[config.mk]
export PLATFORM = sky130hd
export DESIGN_NAME = rtc_alarm_trim
export DESIGN_NICKNAME = d
export VERILOG_FILES = /design/src/rtc_alarm_trim_pkg.sv /design/src/rtc_alarm_trim.sv
export VERILOG_INCLUDE_DIRS = /design/src
export SDC_FILE = /design/constraint.sdc
export NUM_CORES = 1
export LEC_CHECK = 0
export BUFFER_PORTS_ARGS = -buffer_cell sky130_fd_sc_hd__buf_2
export CAP_MARGIN = 10
export CORE_MARGIN = 4
export CORE_UTILIZATION = 40
export CTS_BUF_LIST = sky130_fd_sc_hd__clkbuf_16
export DETAILED_ROUTE_END_ITERATION = 7
export PLACE_DENSITY = 0.57
export SETUP_SLACK_MARGIN = 0.5
export SYNTH_ARGS = -nofsm -noshare
export SYNTH_HDL_FRONTEND = slang
export SYNTH_SLANG_ARGS = --single-unit
[constraint.sdc]
create_clock -name ref_clk -period 5.8 [get_ports ref_clk]
set_input_delay 1.16 -clock ref_clk [delete_from_list [all_inputs] [get_ports ref_clk]]
set_output_delay 1.16 -clock ref_clk [all_outputs]
set_load 0.01 [all_outputs]
[src/rtc_alarm_trim_cfg.svh]
// constants for the alarm and trim control block: offsets, bits, timing
// assumes inclusion by bare name from the package and the design module
`ifndef RTC_ALARM_TRIM_CFG_SVH
`define RTC_ALARM_TRIM_CFG_SVH

// register word addresses
`define ADDR_STATUS      8'h07
`define ADDR_INTCTL      8'h08
`define ADDR_EVCTL       8'h09
`define ADDR_ATRIM       8'h0A
`define ADDR_DTRIM       8'h0B
`define ADDR_ALARM_FIRST 8'h0C

// field positions
`define ST_AUTOCLR_BIT   7
`define ST_ALARM_BIT     4
`define INT_PULSE_BIT    7
`define INT_ALARM_ENABLE_BIT     6
`define INT_FO_MSB       3
`define EV_BATDIS_BIT    7
`define EV_PULLDIS_BIT   6
`define AT_TRIM_MSB      5
`define AT_DELTA_MSB     7
`define AT_DELTA_LSB     6
`define DT_SIGN_BIT      2
`define MATCH_EN_BIT     7

// reset values
`define CTRL_RESET       8'h00

// load capacitance in half picofarad units
`define CAP_FIXED_HALF   7'h12
`define CAP_B5_HALF      7'h20

// timing
`define PULSE_TIME_MS    250
`define REF_CLK_KHZ      20000
`define OSC_COUNTS       32768
`define PPM_STEP         20
`define PPM_UNITS        1000000

`endif

[src/rtc_alarm_trim_pkg.sv]
// types shared by the alarm and trim control block
// assumes the constants header sits in the same folder
package rtc_alarm_trim_pkg;
  `include "rtc_alarm_trim_cfg.svh"

  // one register access from the serial front end
  typedef struct packed {
    logic [7:0] addr;   // word address
    logic       wr;     // write strobe, one cycle
    logic       rd;     // completed read strobe, one cycle
    logic [7:0] wdata;  // write data
  } reg_req_t;

  // running time bytes: sec, min, hour, date, month, weekday
  typedef logic [5:0][7:0] time_bytes_t;

  // pulse generator states
  typedef enum logic [1:0] {
    P_IDLE = 2'b00,
    P_LOW  = 2'b01
  } pulse_state_t;
endpackage

[src/rtc_alarm_trim.sv]
// alarm compare, request output, tamper pin control and oscillator trim
// assumes time bytes, second tick, oscillator tick and register strobes
// come from logic on ref_clk; on_battery comes from the supply switch
`timescale 1ns/1ps
`include "rtc_alarm_trim_cfg.svh"
module rtc_alarm_trim #(
  parameter int unsigned ALARM_PULSE_CYCLES = `PULSE_TIME_MS * `REF_CLK_KHZ
) (
  input  wire logic                             ref_clk,
  input  wire logic                             rstn,
  input  wire rtc_alarm_trim_pkg::reg_req_t     reg_req,
  output logic [7:0]                            reg_rdata,
  input  wire rtc_alarm_trim_pkg::time_bytes_t  time_now,
  input  wire logic                             sec_tick,
  input  wire logic                             osc_tick,
  input  wire logic                             on_battery,
  input  wire logic                             tamper_event,
  output logic                                  tamper_detect_out_n,
  output logic                                  tamper_pullup_en,
  output logic [6:0]                            cap_half_pf,
  output logic                                  trim_second,
  output logic                                  alarm_irq_n
);
  import rtc_alarm_trim_pkg::*;

  localparam int unsigned PW = $clog2(ALARM_PULSE_CYCLES + 1);
  localparam logic [PW-1:0] PULSE_LAST = PW'(ALARM_PULSE_CYCLES - 1);
  localparam logic [16:0] OSC_TERM = 17'(`OSC_COUNTS);
  localparam logic [21:0] ONE_COUNT = 22'(`PPM_UNITS);
  localparam logic [21:0] TWO_COUNT = 22'(2 * `PPM_UNITS);

  // control registers
  logic [7:0]       intctl_q;      // pulse mode, alarm enable, freq sel
  logic [7:0]       evctl_q;       // battery gate, pullup disable
  logic [7:0]       atrim_q;       // delta and analog trim
  logic [2:0]       dtrim_q;       // sign and magnitude
  logic             autoclr_q;     // auto clear enable
  logic             flag_q;        // alarm flag
  logic [5:0][7:0]  alarm_q;       // alarm bytes
  logic [7:0]       rdata_q;       // read data

  // battery level synchroniser
  logic             batt_m_q;      // first stage, read by second only
  logic             batt_s_q;      // usable level

  // pulse generator
  pulse_state_t     state_q;
  pulse_state_t     state_d;
  logic [PW-1:0]    pcnt_q;
  logic [PW-1:0]    pcnt_d;

  // digital trim counter
  logic [16:0]      ocnt_q;        // oscillator counts this second
  logic [21:0]      acc_q;         // fractional count accumulator
  logic             tsec_q;        // trimmed second pulse

  // output registers
  logic             irq_n_q;
  logic             det_n_q;
  logic             pull_q;
  logic [6:0]       cap_q;

  // decode
  wire wr_status = reg_req.wr && (reg_req.addr == `ADDR_STATUS);
  wire rd_status = reg_req.rd && (reg_req.addr == `ADDR_STATUS);
  wire wr_int    = reg_req.wr && (reg_req.addr == `ADDR_INTCTL);
  wire wr_ev     = reg_req.wr && (reg_req.addr == `ADDR_EVCTL);
  wire wr_at     = reg_req.wr && (reg_req.addr == `ADDR_ATRIM);
  wire wr_dt     = reg_req.wr && (reg_req.addr == `ADDR_DTRIM);

  // alarm configuration
  wire pulse_mode   = intctl_q[`INT_PULSE_BIT];
  wire alarm_en     = intctl_q[`INT_ALARM_ENABLE_BIT];
  wire fo_on        = |intctl_q[`INT_FO_MSB:0];
  wire alarm_active = alarm_en && !fo_on;

  logic [5:0] field_en;
  logic [5:0] field_hit;
  genvar gi;
  generate
    for (gi = 0; gi < 6; gi++) begin : g_alarm
      wire wr_this = reg_req.wr &&
                     (reg_req.addr == 8'(`ADDR_ALARM_FIRST + gi));
      // alarm byte storage
      always_ff @(posedge ref_clk or negedge rstn) begin
        if (!rstn) begin
          alarm_q[gi] <= `CTRL_RESET;
        end else if (wr_this) begin
          alarm_q[gi] <= reg_req.wdata;
        end
      end
      assign field_en[gi]  = alarm_q[gi][`MATCH_EN_BIT];
      assign field_hit[gi] = !field_en[gi] ||
        (alarm_q[gi][`MATCH_EN_BIT-1:0] == time_now[gi][`MATCH_EN_BIT-1:0]);
    end
  endgenerate

  // all enabled fields equal, at least one enabled
  wire match_now = (&field_hit) && (|field_en);
  // evaluated on the tick that advanced the time
  wire trig = sec_tick && match_now && alarm_active;

  // auto clear on completed status read
  wire flag_clr = (wr_status && !reg_req.wdata[`ST_ALARM_BIT]) ||
                  (rd_status && autoclr_q);

  // register writes
  // everything resets to zero
  always_ff @(posedge ref_clk or negedge rstn) begin
    if (!rstn) begin
      intctl_q  <= `CTRL_RESET;
      evctl_q   <= `CTRL_RESET;
      atrim_q   <= `CTRL_RESET;
      dtrim_q   <= 3'h0;
      autoclr_q <= 1'b0;
    end else begin
      if (wr_int)    intctl_q  <= reg_req.wdata;
      if (wr_ev)     evctl_q   <= reg_req.wdata;
      if (wr_at)     atrim_q   <= reg_req.wdata;
      if (wr_dt)     dtrim_q   <= reg_req.wdata[`DT_SIGN_BIT:0];
      if (wr_status) autoclr_q <= reg_req.wdata[`ST_AUTOCLR_BIT];
    end
  end

  // alarm flag: set wins over clear
  // set on every trigger
  always_ff @(posedge ref_clk or negedge rstn) begin
    if (!rstn) begin
      flag_q <= 1'b0;
    end else if (trig) begin
      flag_q <= 1'b1;
    end else if (flag_clr) begin
      flag_q <= 1'b0;
    end
  end

  // read mux, unmapped words read zero
  logic [7:0] rd_mux;
  always_comb begin
    rd_mux = 8'h00;
    if (reg_req.addr == `ADDR_STATUS) begin
      rd_mux[`ST_AUTOCLR_BIT] = autoclr_q;
      rd_mux[`ST_ALARM_BIT]   = flag_q;
    end else if (reg_req.addr == `ADDR_INTCTL) begin
      rd_mux = intctl_q;
    end else if (reg_req.addr == `ADDR_EVCTL) begin
      rd_mux = evctl_q;
    end else if (reg_req.addr == `ADDR_ATRIM) begin
      rd_mux = atrim_q;
    end else if (reg_req.addr == `ADDR_DTRIM) begin
      rd_mux = {5'h00, dtrim_q};
    end else if (reg_req.addr >= `ADDR_ALARM_FIRST &&
                 reg_req.addr <= 8'(`ADDR_ALARM_FIRST + 5)) begin
      rd_mux = alarm_q[3'(reg_req.addr - `ADDR_ALARM_FIRST)];
    end
  end

  // read data register, updated every cycle
  always_ff @(posedge ref_clk or negedge rstn) begin
    if (!rstn) rdata_q <= 8'h00;
    else       rdata_q <= rd_mux;
  end

  // supply state synchroniser
  always_ff @(posedge ref_clk or negedge rstn) begin
    if (!rstn) begin
      batt_m_q <= 1'b0;
      batt_s_q <= 1'b0;
    end else begin
      batt_m_q <= on_battery;
      batt_s_q <= batt_m_q;
    end
  end

  // pulse generator, restarts on each match
  always_comb begin
    state_d = state_q;
    pcnt_d  = pcnt_q;
    case (state_q)
      P_IDLE: begin
        if (trig && pulse_mode) begin
          state_d = P_LOW;
          pcnt_d  = '0;
        end
      end
      P_LOW: begin
        if (!alarm_active || !pulse_mode) begin
          state_d = P_IDLE;            // configuration withdrawn
        end else if (trig) begin
          pcnt_d  = '0;                // retrigger
        end else if (pcnt_q == PULSE_LAST) begin
          state_d = P_IDLE;
        end else begin
          pcnt_d  = pcnt_q + 1'b1;
        end
      end
      default: state_d = P_IDLE;
    endcase
  end

  // pulse state register
  always_ff @(posedge ref_clk or negedge rstn) begin
    if (!rstn) begin
      state_q <= P_IDLE;
      pcnt_q  <= '0;
    end else begin
      state_q <= state_d;
      pcnt_q  <= pcnt_d;
    end
  end

  // single mode holds low while flag stands
  wire std_low = flag_q && alarm_active && !pulse_mode;

  wire det_gate = batt_s_q && evctl_q[`EV_BATDIS_BIT];

  // pin capacitor, half pF units, top bit inverted
  wire [5:0] at_code = atrim_q[`AT_TRIM_MSB:0];
  wire [6:0] cap_base = `CAP_FIXED_HALF +
                        (at_code[5] ? 7'h00 : `CAP_B5_HALF) +
                        {2'b00, at_code[4:0]};
  // battery delta: 00 none, 01 -1, 10 +1, 11 +2 half pF
  wire [1:0] delta = atrim_q[`AT_DELTA_MSB:`AT_DELTA_LSB];
  logic [6:0] cap_d;
  always_comb begin
    cap_d = cap_base;
    if (batt_s_q) begin
      case (delta)
        2'b01:   cap_d = cap_base - 7'h01;
        2'b10:   cap_d = cap_base + 7'h01;
        2'b11:   cap_d = cap_base + 7'h02;
        default: cap_d = cap_base;
      endcase
    end
  end

  // output registers
  // pullup follows disable bit
  always_ff @(posedge ref_clk or negedge rstn) begin
    if (!rstn) begin
      irq_n_q <= 1'b1;
      det_n_q <= 1'b1;
      pull_q  <= 1'b1;
      cap_q   <= `CAP_FIXED_HALF + `CAP_B5_HALF;
    end else begin
      irq_n_q <= !(std_low || (state_q == P_LOW));
      det_n_q <= !(tamper_event && !det_gate);
      pull_q  <= !evctl_q[`EV_PULLDIS_BIT];
      cap_q   <= cap_d;
    end
  end

  // magnitude 0 to 60 ppm in 20 ppm steps
  wire [1:0]  ppm_mag = dtrim_q[1:0];
  wire [21:0] acc_add = 22'(ppm_mag * `PPM_STEP * `OSC_COUNTS);
  wire [21:0] acc_sum = acc_q + acc_add;
  wire [1:0]  extra = (acc_sum >= TWO_COUNT) ? 2'd2 :
                      (acc_sum >= ONE_COUNT) ? 2'd1 : 2'd0;
  wire [21:0] acc_next = acc_sum - 22'(extra * `PPM_UNITS);
  // positive shortens the second, negative stretches
  wire [16:0] term = dtrim_q[`DT_SIGN_BIT] ? OSC_TERM + 17'(extra)
                                           : OSC_TERM - 17'(extra);
  wire        sec_end = osc_tick && (ocnt_q >= term - 17'h1);

  // trimmed second divider
  always_ff @(posedge ref_clk or negedge rstn) begin
    if (!rstn) begin
      ocnt_q <= 17'h0;
      acc_q  <= 22'h0;
      tsec_q <= 1'b0;
    end else begin
      tsec_q <= sec_end;
      if (sec_end) begin
        ocnt_q <= 17'h0;
        acc_q  <= acc_next;
      end else if (osc_tick) begin
        ocnt_q <= ocnt_q + 17'h1;
      end
    end
  end

  assign reg_rdata           = rdata_q;
  assign alarm_irq_n         = irq_n_q;
  assign tamper_detect_out_n = det_n_q;
  assign tamper_pullup_en    = pull_q;
  assign cap_half_pf         = cap_q;
  assign trim_second         = tsec_q;
endmodule

# Word level (Yosys, flattened, before mapping)
# Cells that the tools add are included.
# classes
order_cmp,6
n_eq_ne,27
n_addsub,13
n_reduce_logical,57
n_mul,2
n_mux,31
# ops
op,n
23-bit two-way mux,4
"8-bit by 4-bit == test with 1-bit output, second input constant",8
17-bit two-way mux,3
8-bit two-way mux,6
23-bit case mux with 2 select lines,1
7-bit == test,6
1-bit logical AND,25
8-bit binary-select mux with 3-bit select,1
"23-bit by 1-bit adder with 23-bit output, second input constant",1
"23-bit == test, second input constant",1
22-bit adder,1
"22-bit by 20-bit greater-or-equal comparator with 1-bit output, second input constant",1
"22-bit by 21-bit greater-or-equal comparator with 1-bit output, second input constant",1
22-bit subtractor,1
7-bit case mux with 3 select lines,1
"16-bit by 2-bit adder with 17-bit output, first input constant",1
"17-bit by 1-bit adder with 17-bit output, second input constant",1
17-bit greater-or-equal comparator,1
"16-bit by 2-bit subtractor with 17-bit output, first input constant",1
"17-bit by 1-bit subtractor with 17-bit output, second input constant",1
"8-bit by 5-bit == test with 1-bit output, second input constant",2
"2-bit by 14-bit multiplier with 16-bit output, second input constant",1
1-bit zero test,14
2-bit two-way mux,6
other kinds (28),47
# word_totals
ff_bits,162
output_inout_bits,19
inputBits,72
wordCells,160

# Longest topological paths before layout
# Gate-level depths: netlist of the first run.
# logic_depth
word_depth,11
mapped_depth,22
mapped_depth_nobuf,21

# Worst setup path after synthesis of the first run
# OpenSTA, ideal clock, no wires.
# synth_path
kind,flip-flop to flip-flop
startpoint,reg dtrim_q[0]
endpoint,reg acc_q[19]
synth_period_minus_slack_ns,4.439
stages_incl_launch_ff,20
t_arrival_ns,4.344
required_ns,5.705
setup_ns,0.095
n_path_buf,1
slack_ns,1.361
path_cell_list,dfrtp_1 -> ha_1 -> fa_1 -> xor2_1 -> and3_1 -> o21a_1 -> a21oi_1 -> nand2_1 -> ha_1 -> inv_1 -> ha_1 -> ha_1 -> and4_1 -> and3_1 -> a2111oi_0 -> a211oi_1 -> o21ai_2 -> clkbuf_1 -> nand2_1 -> o31ai_1
# synth_via
elab_chain_cells,10
word_cells_on_any_way,14
cone_classes,5 x add/sub; 2 x mul; 3 x order compare; 3 x mux; 1 x reduce/logical
# synth_rtl
item,line,source
"start, declared",rtc_alarm_trim.sv:36,logic [2:0] dtrim_q;
"start signal, assigned",rtc_alarm_trim.sv:120,if (wr_dt) dtrim_q <= reg_req.wdata[`DT_SIGN_BIT:0];
2-bit by 3-bit multiplier with 5-bit output (no source line) (*),--,
22-bit adder (*),rtc_alarm_trim.sv:256,wire [21:0] acc_sum = acc_q + acc_add;
22-bit by 20-bit greater-or-equal comparator with 1-bit output,rtc_alarm_trim.sv:258,(acc_sum >= ONE_COUNT) ? 2'd1 : 2'd0;
1-bit two-way mux,rtc_alarm_trim.sv:258,
2-bit two-way mux,rtc_alarm_trim.sv:257,wire [1:0] extra = (acc_sum >= TWO_COUNT) ? 2'd2 :
16-bit by 2-bit subtractor with 17-bit output / 16-bit by 2-bit adder with 17-bit output (equally long branches),"rtc_alarm_trim.sv:262, rtc_alarm_trim.sv:261",
17-bit two-way mux,rtc_alarm_trim.sv:261,wire [16:0] term = dtrim_q[`DT_SIGN_BIT] ? OSC_TERM + 17'(extra)
17-bit by 1-bit subtractor with 17-bit output,rtc_alarm_trim.sv:263,wire sec_end = osc_tick && (ocnt_q >= term - 17'h1);
17-bit greater-or-equal comparator,rtc_alarm_trim.sv:263,
1-bit logical AND,rtc_alarm_trim.sv:263,
"end signal, assigned",rtc_alarm_trim.sv:275,acc_q <= acc_next;
"end, declared",rtc_alarm_trim.sv:54,logic [21:0] acc_q;
# Every way passes the cells marked *; elsewhere a longest branch is shown, timed or not.
# A chain may end at the register's enable or synchronous reset.

# Worst setup path in the final report of the first run
# layout_path
startpoint,reg dtrim_q[0]
endpoint,reg acc_q[8]
# layout_via
elab_chain_cells,10
word_cells_on_any_way,14
cone_classes,5 x add/sub; 2 x mul; 3 x order compare; 3 x mux; 1 x reduce/logical
# layout_rtl
item,line
2-bit by 3-bit multiplier with 5-bit output (no source line) (*),--
22-bit adder (*),rtc_alarm_trim.sv:256
22-bit by 20-bit greater-or-equal comparator with 1-bit output,rtc_alarm_trim.sv:258
1-bit two-way mux,rtc_alarm_trim.sv:258
2-bit two-way mux (*),rtc_alarm_trim.sv:257
16-bit by 2-bit subtractor with 17-bit output / 16-bit by 2-bit adder with 17-bit output (equally long branches),"rtc_alarm_trim.sv:262, rtc_alarm_trim.sv:261"
17-bit two-way mux,rtc_alarm_trim.sv:261
17-bit by 1-bit subtractor with 17-bit output,rtc_alarm_trim.sv:263
17-bit greater-or-equal comparator,rtc_alarm_trim.sv:263
1-bit logical AND,rtc_alarm_trim.sv:263
# Marked as above.

==> results.cfg, run 1 <==
[grt]
grt_antenna_before_repair = 0
globalRouteOverflowTotal = 0
track_usage_pct = 17.5
first_global_vias = 6485
grt_pass1_wl_um = 34200
grt_start_max_net_pins = 70

[route]
final_antenna_net_count = 0
vias = 6574
finalWirelength_um = 20700
vias_per_cell = 5.35
drc = 0
dr.pass1.iters = 5
wl_per_cell_um = 16.9
drt_iter0_markers = 222

[sta]
tightest_slew_ps = 1010
min_period_over_period_pct = 82.0
finalSetupViolCount = 0
final.min_clock_period_ps = 4760
finalHoldViolations = 0
slew_headroom_pct = 32.7
clock_skew_ps = 14.8
grt_setup_unrepaired = false
drv_slew = 0
hold_slack_ps = 351
timing.setup.tns_ps = 0
fmax_ghz = 0.210

[clock_network]
clockBufferDepth = 2
cts_buffers = 17
cts_tree = done
cts.clk_slew.worst_paths_ps = 70
cts_hold_buf = 0
clock_sinks = 155
htreeDepth = 4
cts_root_buf = clkbuf_16
insertion_delay_ps = 430

[die]
io_pins = 91
initial_core_util_pct = 40.9
die_h_um = 158
coreArea_um2 = 21900
fp.dieW_um = 158
num_rows = 54
dieArea_um2 = 24800

[synthesis]
synth_edf_count = 0
synth_cell_types = 70
synth_flop_cell = dfrtp_1
synthSimpleGateAreaFrac_pct = 13.5
ys_ff_latch = 155
ys_warn_count = 0
ys_seq_area_share_pct = 43.4
synth-compound-area-share_pct = 11.8
syn-instance-count = 851
ys_async_sr_fraction_pct = 100
synthAdderAreaFrac_pct = 7.24
synth_mux_area_share_pct = 13.0
synth_area_leader_cell = dfrtp_1
yosys.area_share.xor_xnor_pct = 8.51
synth_top_area_share_pct = 41.6
synth_top_family_by_area = simple AND/OR/NAND/NOR gates
synth_area_per_cell_um2 = 10.5
synth_area_leaders = dfrtp_1 (42%), ha_1 (6.6%), mux2_1 (4.9%)
syn_area_um2 = 8950
syn-num-nets = 973

[layout]
n_antenna_cell = 0
final_net_count = 1058
final_core_util_pct = 47.1
post_route_cells_drive_above_1_share_pct = 19.9
area_growth_pct = 15.3
fin_area_um2 = 10300

[run_status]
status = finished clean

[worst_setup_path]
critPathRequiredTime_ps = 6110
critPathArrivalTime_ps = 5060
cp_max_fo = 22
cp-start-kind = register
reg2reg_slack_ps = 1040
critPathKind = reg -> reg
critical_path.endpoint_type = register

[placed_design]
dp_hpwl_um = 15100
io_buffers = 84
place_congestion = 0.853
placed_area_um2 = 9690

[job]
cap_violations = 0

[hold_path]
hp-class = reg -> reg

[pwr]
power_density_nw_per_um2 = 262
p_leak_nw = 4.85
ir_drop_uv = 155
final cells by class:
| cell class | instances | area [µm²] |
|---|---|---|
| inverter | 32 | 120 |
| multi-input combinational | 639 | 4850 |
| clock buffer | 17 | 425 |
| fill | 2047 | 11600 |
| tap | 280 | 350 |
| timing repair buffer | 91 | 479 |
| sequential | 155 | 3890 |
| clock inverter | 15 | 204 |
critical path, stage by stage (launching register included):
cell and delay (ps):
dfrtp_1 410, ha_1 220, fa_1 410, a21o_1 180
a21oi_1 180, xnor2_1 250, or2_1 320, o21ai_1 100
ha_1 180, inv_1 50, ha_1 290, ha_1 320
and4_1 240, and3_1 180, a2111oi_0 400, a211oi_1 190
o21ai_2 210, buf_4 270, nor2_1 80, xor2_1 140
sequential cells by signal, indices dropped and copies added, names as in the netlist, 3 cells and up:
name and cells:
acc_q 16, alarm_q 48, atrim_q 8, cap_half_pf 7, dtrim_q 3, evctl_q 8
intctl_q 8, ocnt_q 17, pcnt_q 23, reg_rdata 8
per-stage QoR:
| stage | std cells | total power, mW | setup WS (ps) |
|---|---|---|---|
| 4_1_cts | 1229 | 2.74 | 841 |
| 2_1_floorplan | 851 | 1.41 | 1360 |
| 6_report | 1229 | 2.71 | 1040 |
| 3_5_place_dp | 1197 | 1.53 | 899 |
| 5_1_grt | 1229 | 2.84 | 613 |
| 3_3_place_gp | 1197 | 1.53 | 878 |
kinds of logic after synthesis:
logic type,count (synthesis)
adders and majority gates,50
AOI/OAI and AO/OA,158
muxes,93
xor gates and xnor gates,87
other,1
and+or+nand+nor,250
DFF,155
buffers and inverters,57
synthesized netlist by cell type (all sizes together), types with 7 or more instances:
cell type / instances
a21o: 13
a21oi: 26
a22oi: 11
and3: 12
buf: 7
clkbuf: 18
dfrtp: 149
ha: 47
inv: 32
mux2: 77
mux4: 11
nand2: 76
nand3: 26
nand4: 18
nor2: 65
nor2b: 10
nor3: 7
o21ai: 56
xnor2: 44
xor2: 43
final timing paths:
kind	startpoint	depth (start not counted)	endpoint
max	dtrim_q[0]	19	acc_q[8]
min	batt_m_q	0	batt_s_q
max in group asynchronous	rstn	2	atrim_q[7]
min reg2reg	batt_m_q	0	batt_s_q
min in group asynchronous	rstn	1	acc_q[9]
max reg2reg	dtrim_q[0]	19	acc_q[8]
what timing repair did:
| action | 4_1_cts | 5_1_grt |
|---|---|---|
| endpoints found under the setup margin | 0 | 17 |
| resized for setup | 0 | 1 |
| buffers inserted | 0 | 0 |
where the power goes:
group | switching (mW) | internal [mW] | total (mW)
registers | 0.0526 | 1.13 | 1.19
clock network | 0.505 | 0.697 | 1.20
logic | 0.173 | 0.147 | 0.320
total | 0.731 | 1.98 | 2.71
cell usage in the layout (no fill, tap or decap), types with 5 or more instances in the layout:
cell type	Yosys	routed
dfrtp_1	149	149
buf_2	1	83
nand2_1	75	75
nor2_1	65	65
ha_1	47	47
xnor2_1	44	44
xor2_1	43	43
mux2_1	39	39
mux2_2	38	38
inv_1	31	31
o21ai_0	31	31
nand3_1	26	26
a21oi_1	26	25
o21ai_1	23	23
nand4_1	18	18
clkbuf_16	0	17
a21o_1	13	13
and3_1	12	12
mux4_2	11	11
a22oi_1	11	11
nor2b_1	10	10
nor3_1	7	7
buf_4	0	7
nand2b_1	6	6
o41ai_1	6	6
dfstp_2	6	6
mux2i_1	5	5
nor4_1	5	5
a22o_1	5	5
metal layers:
layer / vias to the layer above / GRT usage [%] / share of wire (%)
li1: 3233 / - / -
met1: 3204 / 25.6 / 49
met2: 116 / 26.0 / 45
met3: 21 / 3.39 / 3.9
met4: 0 / 5.74 / 2.0
met5: - / 0 / 0
No activity file was read; power rests on OpenSTA's default activity.
==> run 2: changes to the inputs <==
PLACE_DENSITY = 0.59   (was 0.57)
clock period = 3.8 ns   (was 5.8 ns; I/O delays follow)
==> results.cfg, run 2 (synthesis results as in run 1) <==
[worst_setup_path]
critPathKind = reg -> reg
timing.rr.end = acc_q[14]
worst_path_max_delay_cell = dfrtp_1
reg2reg_depth = 22
critPathRequiredTime_ps = 4120
worstPathCellList = ha_2 -> fa_2 -> a21o_1 -> a21oi_2 -> xnor2_2 -> buf_4 -> a21oi_4 -> nand2_1 -> o21ai_2 -> ha_2 -> inv_2 -> ha_4 -> ha_4 -> and4_4 -> and3_4 -> a2111oi_4 -> a211oi_4 -> o21ai_4 -> buf_6 -> buf_12 -> buf_16 -> o21ai_1
cp_max_fo = 6
critPathArrivalTime_ps = 4390
critical_path.endpoint_type = register
reg2reg_from = dtrim_q[0]
cp-start-kind = register
reg2reg_slack_ps = -270
critical_path.max_stage_delay_ps = 390

[sta]
clock_skew_ps = 9.38
tightest_slew_ps = 841
timing.setup.tns_ps = -7330
grt_setup_unrepaired = true
final.min_clock_period_ps = 4070
drv_slew = 0
hold_slack_ps = 354
slew_headroom_pct = 43.9
min_period_over_period_pct = 107
fin_ws_ps = -272
finalHoldViolations = 0
finalSetupViolCount = 34
fmax_ghz = 0.246

[clock_network]
cts_root_buf = clkbuf_16
insertion_delay_ps = 430
cts_tree = done
cts_hold_buf = 0
cts_buffers = 17
cts.clk_slew.worst_paths_ps = 70
clockBufferDepth = 2
htreeDepth = 4
clock_sinks = 155

[die]
initial_core_util_pct = 40.9
coreArea_um2 = 21900
dieArea_um2 = 24800
die_h_um = 158
fp.dieW_um = 158
num_rows = 54
io_pins = 91

[placed_design]
post-place-ws_ps = -364
io_buffers = 84
place_congestion = 0.852
dp_cells = 1229
dp_hpwl_um = 15500

[layout]
stdcell_count = 1278
n_antenna_cell = 0
largest_reg_flops = 48
mostFrequentLayoutCells = dfrtp_1 (149), buf_2 (83), nand2_1 (69)
largest_register = alarm_q
layout_commonest_cell = dfrtp_1
area_growth_pct = 23.6
top_regs = alarm_q (48), pcnt_q (23), ocnt_q (17)
final_net_count = 1107
post_route_cells_drive_above_1_share_pct = 27.8

[hold_path]
hold_end = batt_s_q
hold_start = batt_m_q
hold_path_depth = 0
hp-class = reg -> reg

[route]
final_antenna_net_count = 0
drc = 0
dr.pass1.iters = 5
wl_per_cell_um = 17.1
finalWirelength_um = 21800
vias = 6801
vias_per_cell = 5.32
drt_iter0_markers = 361

[grt]
grt_pass1_wl_um = 35400
track_usage_pct = 18.1
globalRouteOverflowTotal = 0
grt_start_max_net_pins = 89
first_global_vias = 6717
grt_antenna_before_repair = 0

[pwr]
ir_drop_uv = 248
p_leak_nw = 5.15
total_power_mw = 4.22
power_density_nw_per_um2 = 381

[run_status]
status = complete, but fails checks
failed_checks = setup timing

[job]
cap_violations = 0
==> run 2: metrics by stage <==
stage | instance area, µm² | utilization [%]
5_1_grt | 11100 | 50.5
6_report | 11100 | 50.5
3_5_place_dp | 10100 | 46.0
3_3_place_gp | 10100 | 46.0
2_1_floorplan | 9110 | -
4_1_cts | 11000 | 50.2
==> run 2: final cells by class <==
class | count | area (µm²)
Tap cell | 280 | 350
Sequential cell | 155 | 3890
Inverter | 32 | 125
Fill cell | 2018 | 10800
Clock buffer | 17 | 425
Clock inverter | 15 | 208
Multi-Input combinational cell | 639 | 5100
Timing Repair Buffer | 140 | 963
==> run 2: how the worst max path moves through the flow <==
stage	cells past startpoint	end	slack, ps	start
finish	22	acc_q[14]	-270	dtrim_q[0]
global route	23	acc_q[14]	-440	dtrim_q[0]
CTS	23	acc_q[17]	-290	dtrim_q[0]
detailed placement	20	acc_q[8]	-360	dtrim_q[0]
global placement	20	acc_q[8]	-280	dtrim_q[0]
floorplan	19	ocnt_q[2]	-110	dtrim_q[0]
==> run 2: worst max-delay path, delay by kind of cell, from the launching register on <==
family                     cells  cell delay (ps)
AOI/OAI and AO/OA              8             1320
and+or+nand+nor                3              410
xor gates and xnor gates       1               90
DFF                            1              390
buffers and inverters          5              550
adders and majority gates      5             1200
==> run 2: routing by layer <==
| layer | wire length, µm | global-route usage, % | part of all wire (%) | up-vias |
|---|---|---|---|---|
| li1 | - | - | - | 3327 |
| met3 | 848 | 3.03 | 3.9 | 22 |
| met2 | 9930 | 27.9 | 46 | 138 |
| met5 | 0 | 0 | 0 | - |
| met4 | 267 | 4.30 | 1.2 | 0 |
| met1 | 10700 | 26.9 | 49 | 3314 |
==> run 2: what timing repair did <==
item                       CTS  global route
pin swaps                   22             9
cloned                       3             0
setup endpoints to repair   34            34
buffers inserted            12             2
resized for setup           25            12
==> run 2: power breakdown <==
| group | internal (mW) | total (mW) | switching (mW) |
|---|---|---|---|
| Sequential | 1.73 | 1.82 | 0.0895 |
| Combinational | 0.269 | 0.561 | 0.293 |
| Clock | 1.06 | 1.84 | 0.772 |
==> run 3: changes to the inputs <==
CORE_MARGIN = 1   (was 4)
CORE_UTILIZATION = 50   (was 40)
PLACE_DENSITY = 0.71   (was 0.59)
==> results.cfg, run 3 (synthesis results as in run 1) <==
[sta]
min_period_over_period_pct = 105
finalHoldViolations = 0
drv_slew = 0
tightest_slew_ps = 710
slew_headroom_pct = 52.7
final.min_clock_period_ps = 4010
clock_skew_ps = 7.78
grt_setup_unrepaired = true
fin_ws_ps = -209
finalSetupViolCount = 33
fmax_ghz = 0.249

[worst_setup_path]
critPathArrivalTime_ps = 4320
worst_path_max_delay_cell = dfrtp_1
worstPathCellList = ha_2 -> fa_2 -> a21o_1 -> a21oi_2 -> xnor2_2 -> buf_4 -> a21oi_4 -> nand2_1 -> o21ai_2 -> ha_2 -> inv_2 -> ha_4 -> ha_4 -> and4_4 -> and3_4 -> a2111oi_2 -> a211oi_2 -> o21ai_2 -> inv_2 -> nand4b_1 -> xnor2_1
critical_path.endpoint_type = register
cp_max_fo = 8
cp-start-kind = register
critPathRequiredTime_ps = 4110
startpoint = dtrim_q[0]
critical_path.max_stage_delay_ps = 390
reg2reg_from = dtrim_q[0]
critPathKind = reg -> reg

[pwr]
ir_drop_uv = 274
p_seq_share_pct = 45.1
swShare_pct = 26.7
p_leak_nw = 5.01
p_int_mw = 2.96
power_frac_comb_pct = 13.5
power_density_nw_per_um2 = 378
clkPwrFrac_pct = 41.4
p_sw_mw = 1.08
total_power_mw = 4.03

[run_status]
failed_checks = setup timing
status = complete, but fails checks

[clock_network]
cts_root_buf = clkbuf_16
insertion_delay_ps = 420
cts_hold_buf = 0
cts.clk_slew.worst_paths_ps = 60
clockBufferDepth = 2
cts_tree = done
cts_buffers = 17
clock_sinks = 155
htreeDepth = 4

[die]
die_h_um = 136
fp.dieW_um = 136
initial_core_util_pct = 51.4
io_pins = 91
coreArea_um2 = 17400
num_rows = 48
dieArea_um2 = 18400

[grt]
grt_start_max_net_pins = 73
track_usage_pct = 23.8
first_global_vias = 6708
globalRouteOverflowTotal = 0
grt_pass1_wl_um = 33900
grt_antenna_before_repair = 0

[route]
vias_per_cell = 5.66
drc = 0
final_antenna_net_count = 0
dr.pass1.iters = 6
drt_iter0_markers = 448
wl_per_cell_um = 17.0
finalWirelength_um = 20500
vias = 6852

[job]
cap_violations = 0

[layout]
final_net_count = 1095
largest_register = alarm_q
area_growth_pct = 19.2
n_antenna_cell = 0
layout_commonest_cell = dfrtp_1
top_regs = alarm_q (48), pcnt_q (23), ocnt_q (17)
post_route_cells_drive_above_1_share_pct = 25.5
mostFrequentLayoutCells = dfrtp_1 (149), buf_2 (83), nand2_1 (74)
largest_reg_flops = 48

[placed_design]
place_congestion = 0.826
io_buffers = 84
dp_hpwl_um = 14700
post-place-ws_ps = -290

[hold_path]
hold_start = batt_m_q
hp-class = reg -> reg
[run 3: cell count changes in the layout (fill, tap and decap cells not counted), sizes merged]
cell,change
bufinv,-1
inv,-4
clkinv,+5
buf,-12
[run 3: power by group through the flow]
stage	clock network (mW)	registers (mW)	logic, mW
after floorplan	0	1.83	0.345
after global placement	0	1.84	0.518
after detailed placement	0	1.85	0.534
after CTS	1.70	1.82	0.542
after global routing	1.77	1.83	0.611
final	1.67	1.82	0.545
[run 3: area by class of cell]
class / count / area [µm²]
Fill cell: 1477 / 6740
Multi-Input combinational cell: 639 / 5020
Sequential cell: 155 / 3890
Timing Repair Buffer: 128 / 790
Clock buffer: 17 / 425
Tap cell: 225 / 282
Clock inverter: 15 / 149
Inverter: 32 / 120
[run 3: what timing repair did]
action                                  in CTS  in global routing
endpoints found under the setup margin      34                 34
pin swaps                                    7                  2
setup buffers                                1                  2
resized for setup                            5                  7
[run 3: path summary, 6_finish.rpt]
path | endpoint | slack, ps | depth (start not counted)
setup / recovery | acc_q[13] | -210 | 21
hold / removal | batt_s_q | 360 | 0
hold reg to reg | batt_s_q | 360 | 0
setup reg to reg | acc_q[13] | -210 | 21
max in group asynchronous | alarm_irq_n | 2530 | 2
min in group asynchronous | ocnt_q[5] | 370 | 1
[run 3: worst max-delay path: cells and delay by family (launching register included)]
kind / cells / cell delay (ps)
AO/OA/AOI/OAI: 7 / 1040
XOR/XNOR: 2 / 250
adder cells (fa/ha/maj): 5 / 1230
buffers and inverters: 3 / 340
flip-flops: 1 / 390
AND/OR/NAND/NOR: 4 / 630
[run 3: per-layer routing]
metal	up-vias	global-route usage [%]	wire, µm
li1	3302	-	-
met1	3344	33.2	9770
met2	179	37.4	9440
met3	27	5.15	1030
met4	0	6.05	285
met5	-	0	0
[run 3: per-stage QoR]
stage          cell area (µm²)  cells  hold slack (ps)  util [%]  TNS (ps)
4_1_cts                  10600   1209              365      61.0     -4390
3_3_place_gp             10000   1176              338      57.6     -5350
6_report                 10700   1211              359      61.3     -4650
2_1_floorplan             9110    851              331         -     -1580
3_5_place_dp             10000   1176              355      57.6     -7670
5_1_grt                  10700   1211              375      61.3    -11720
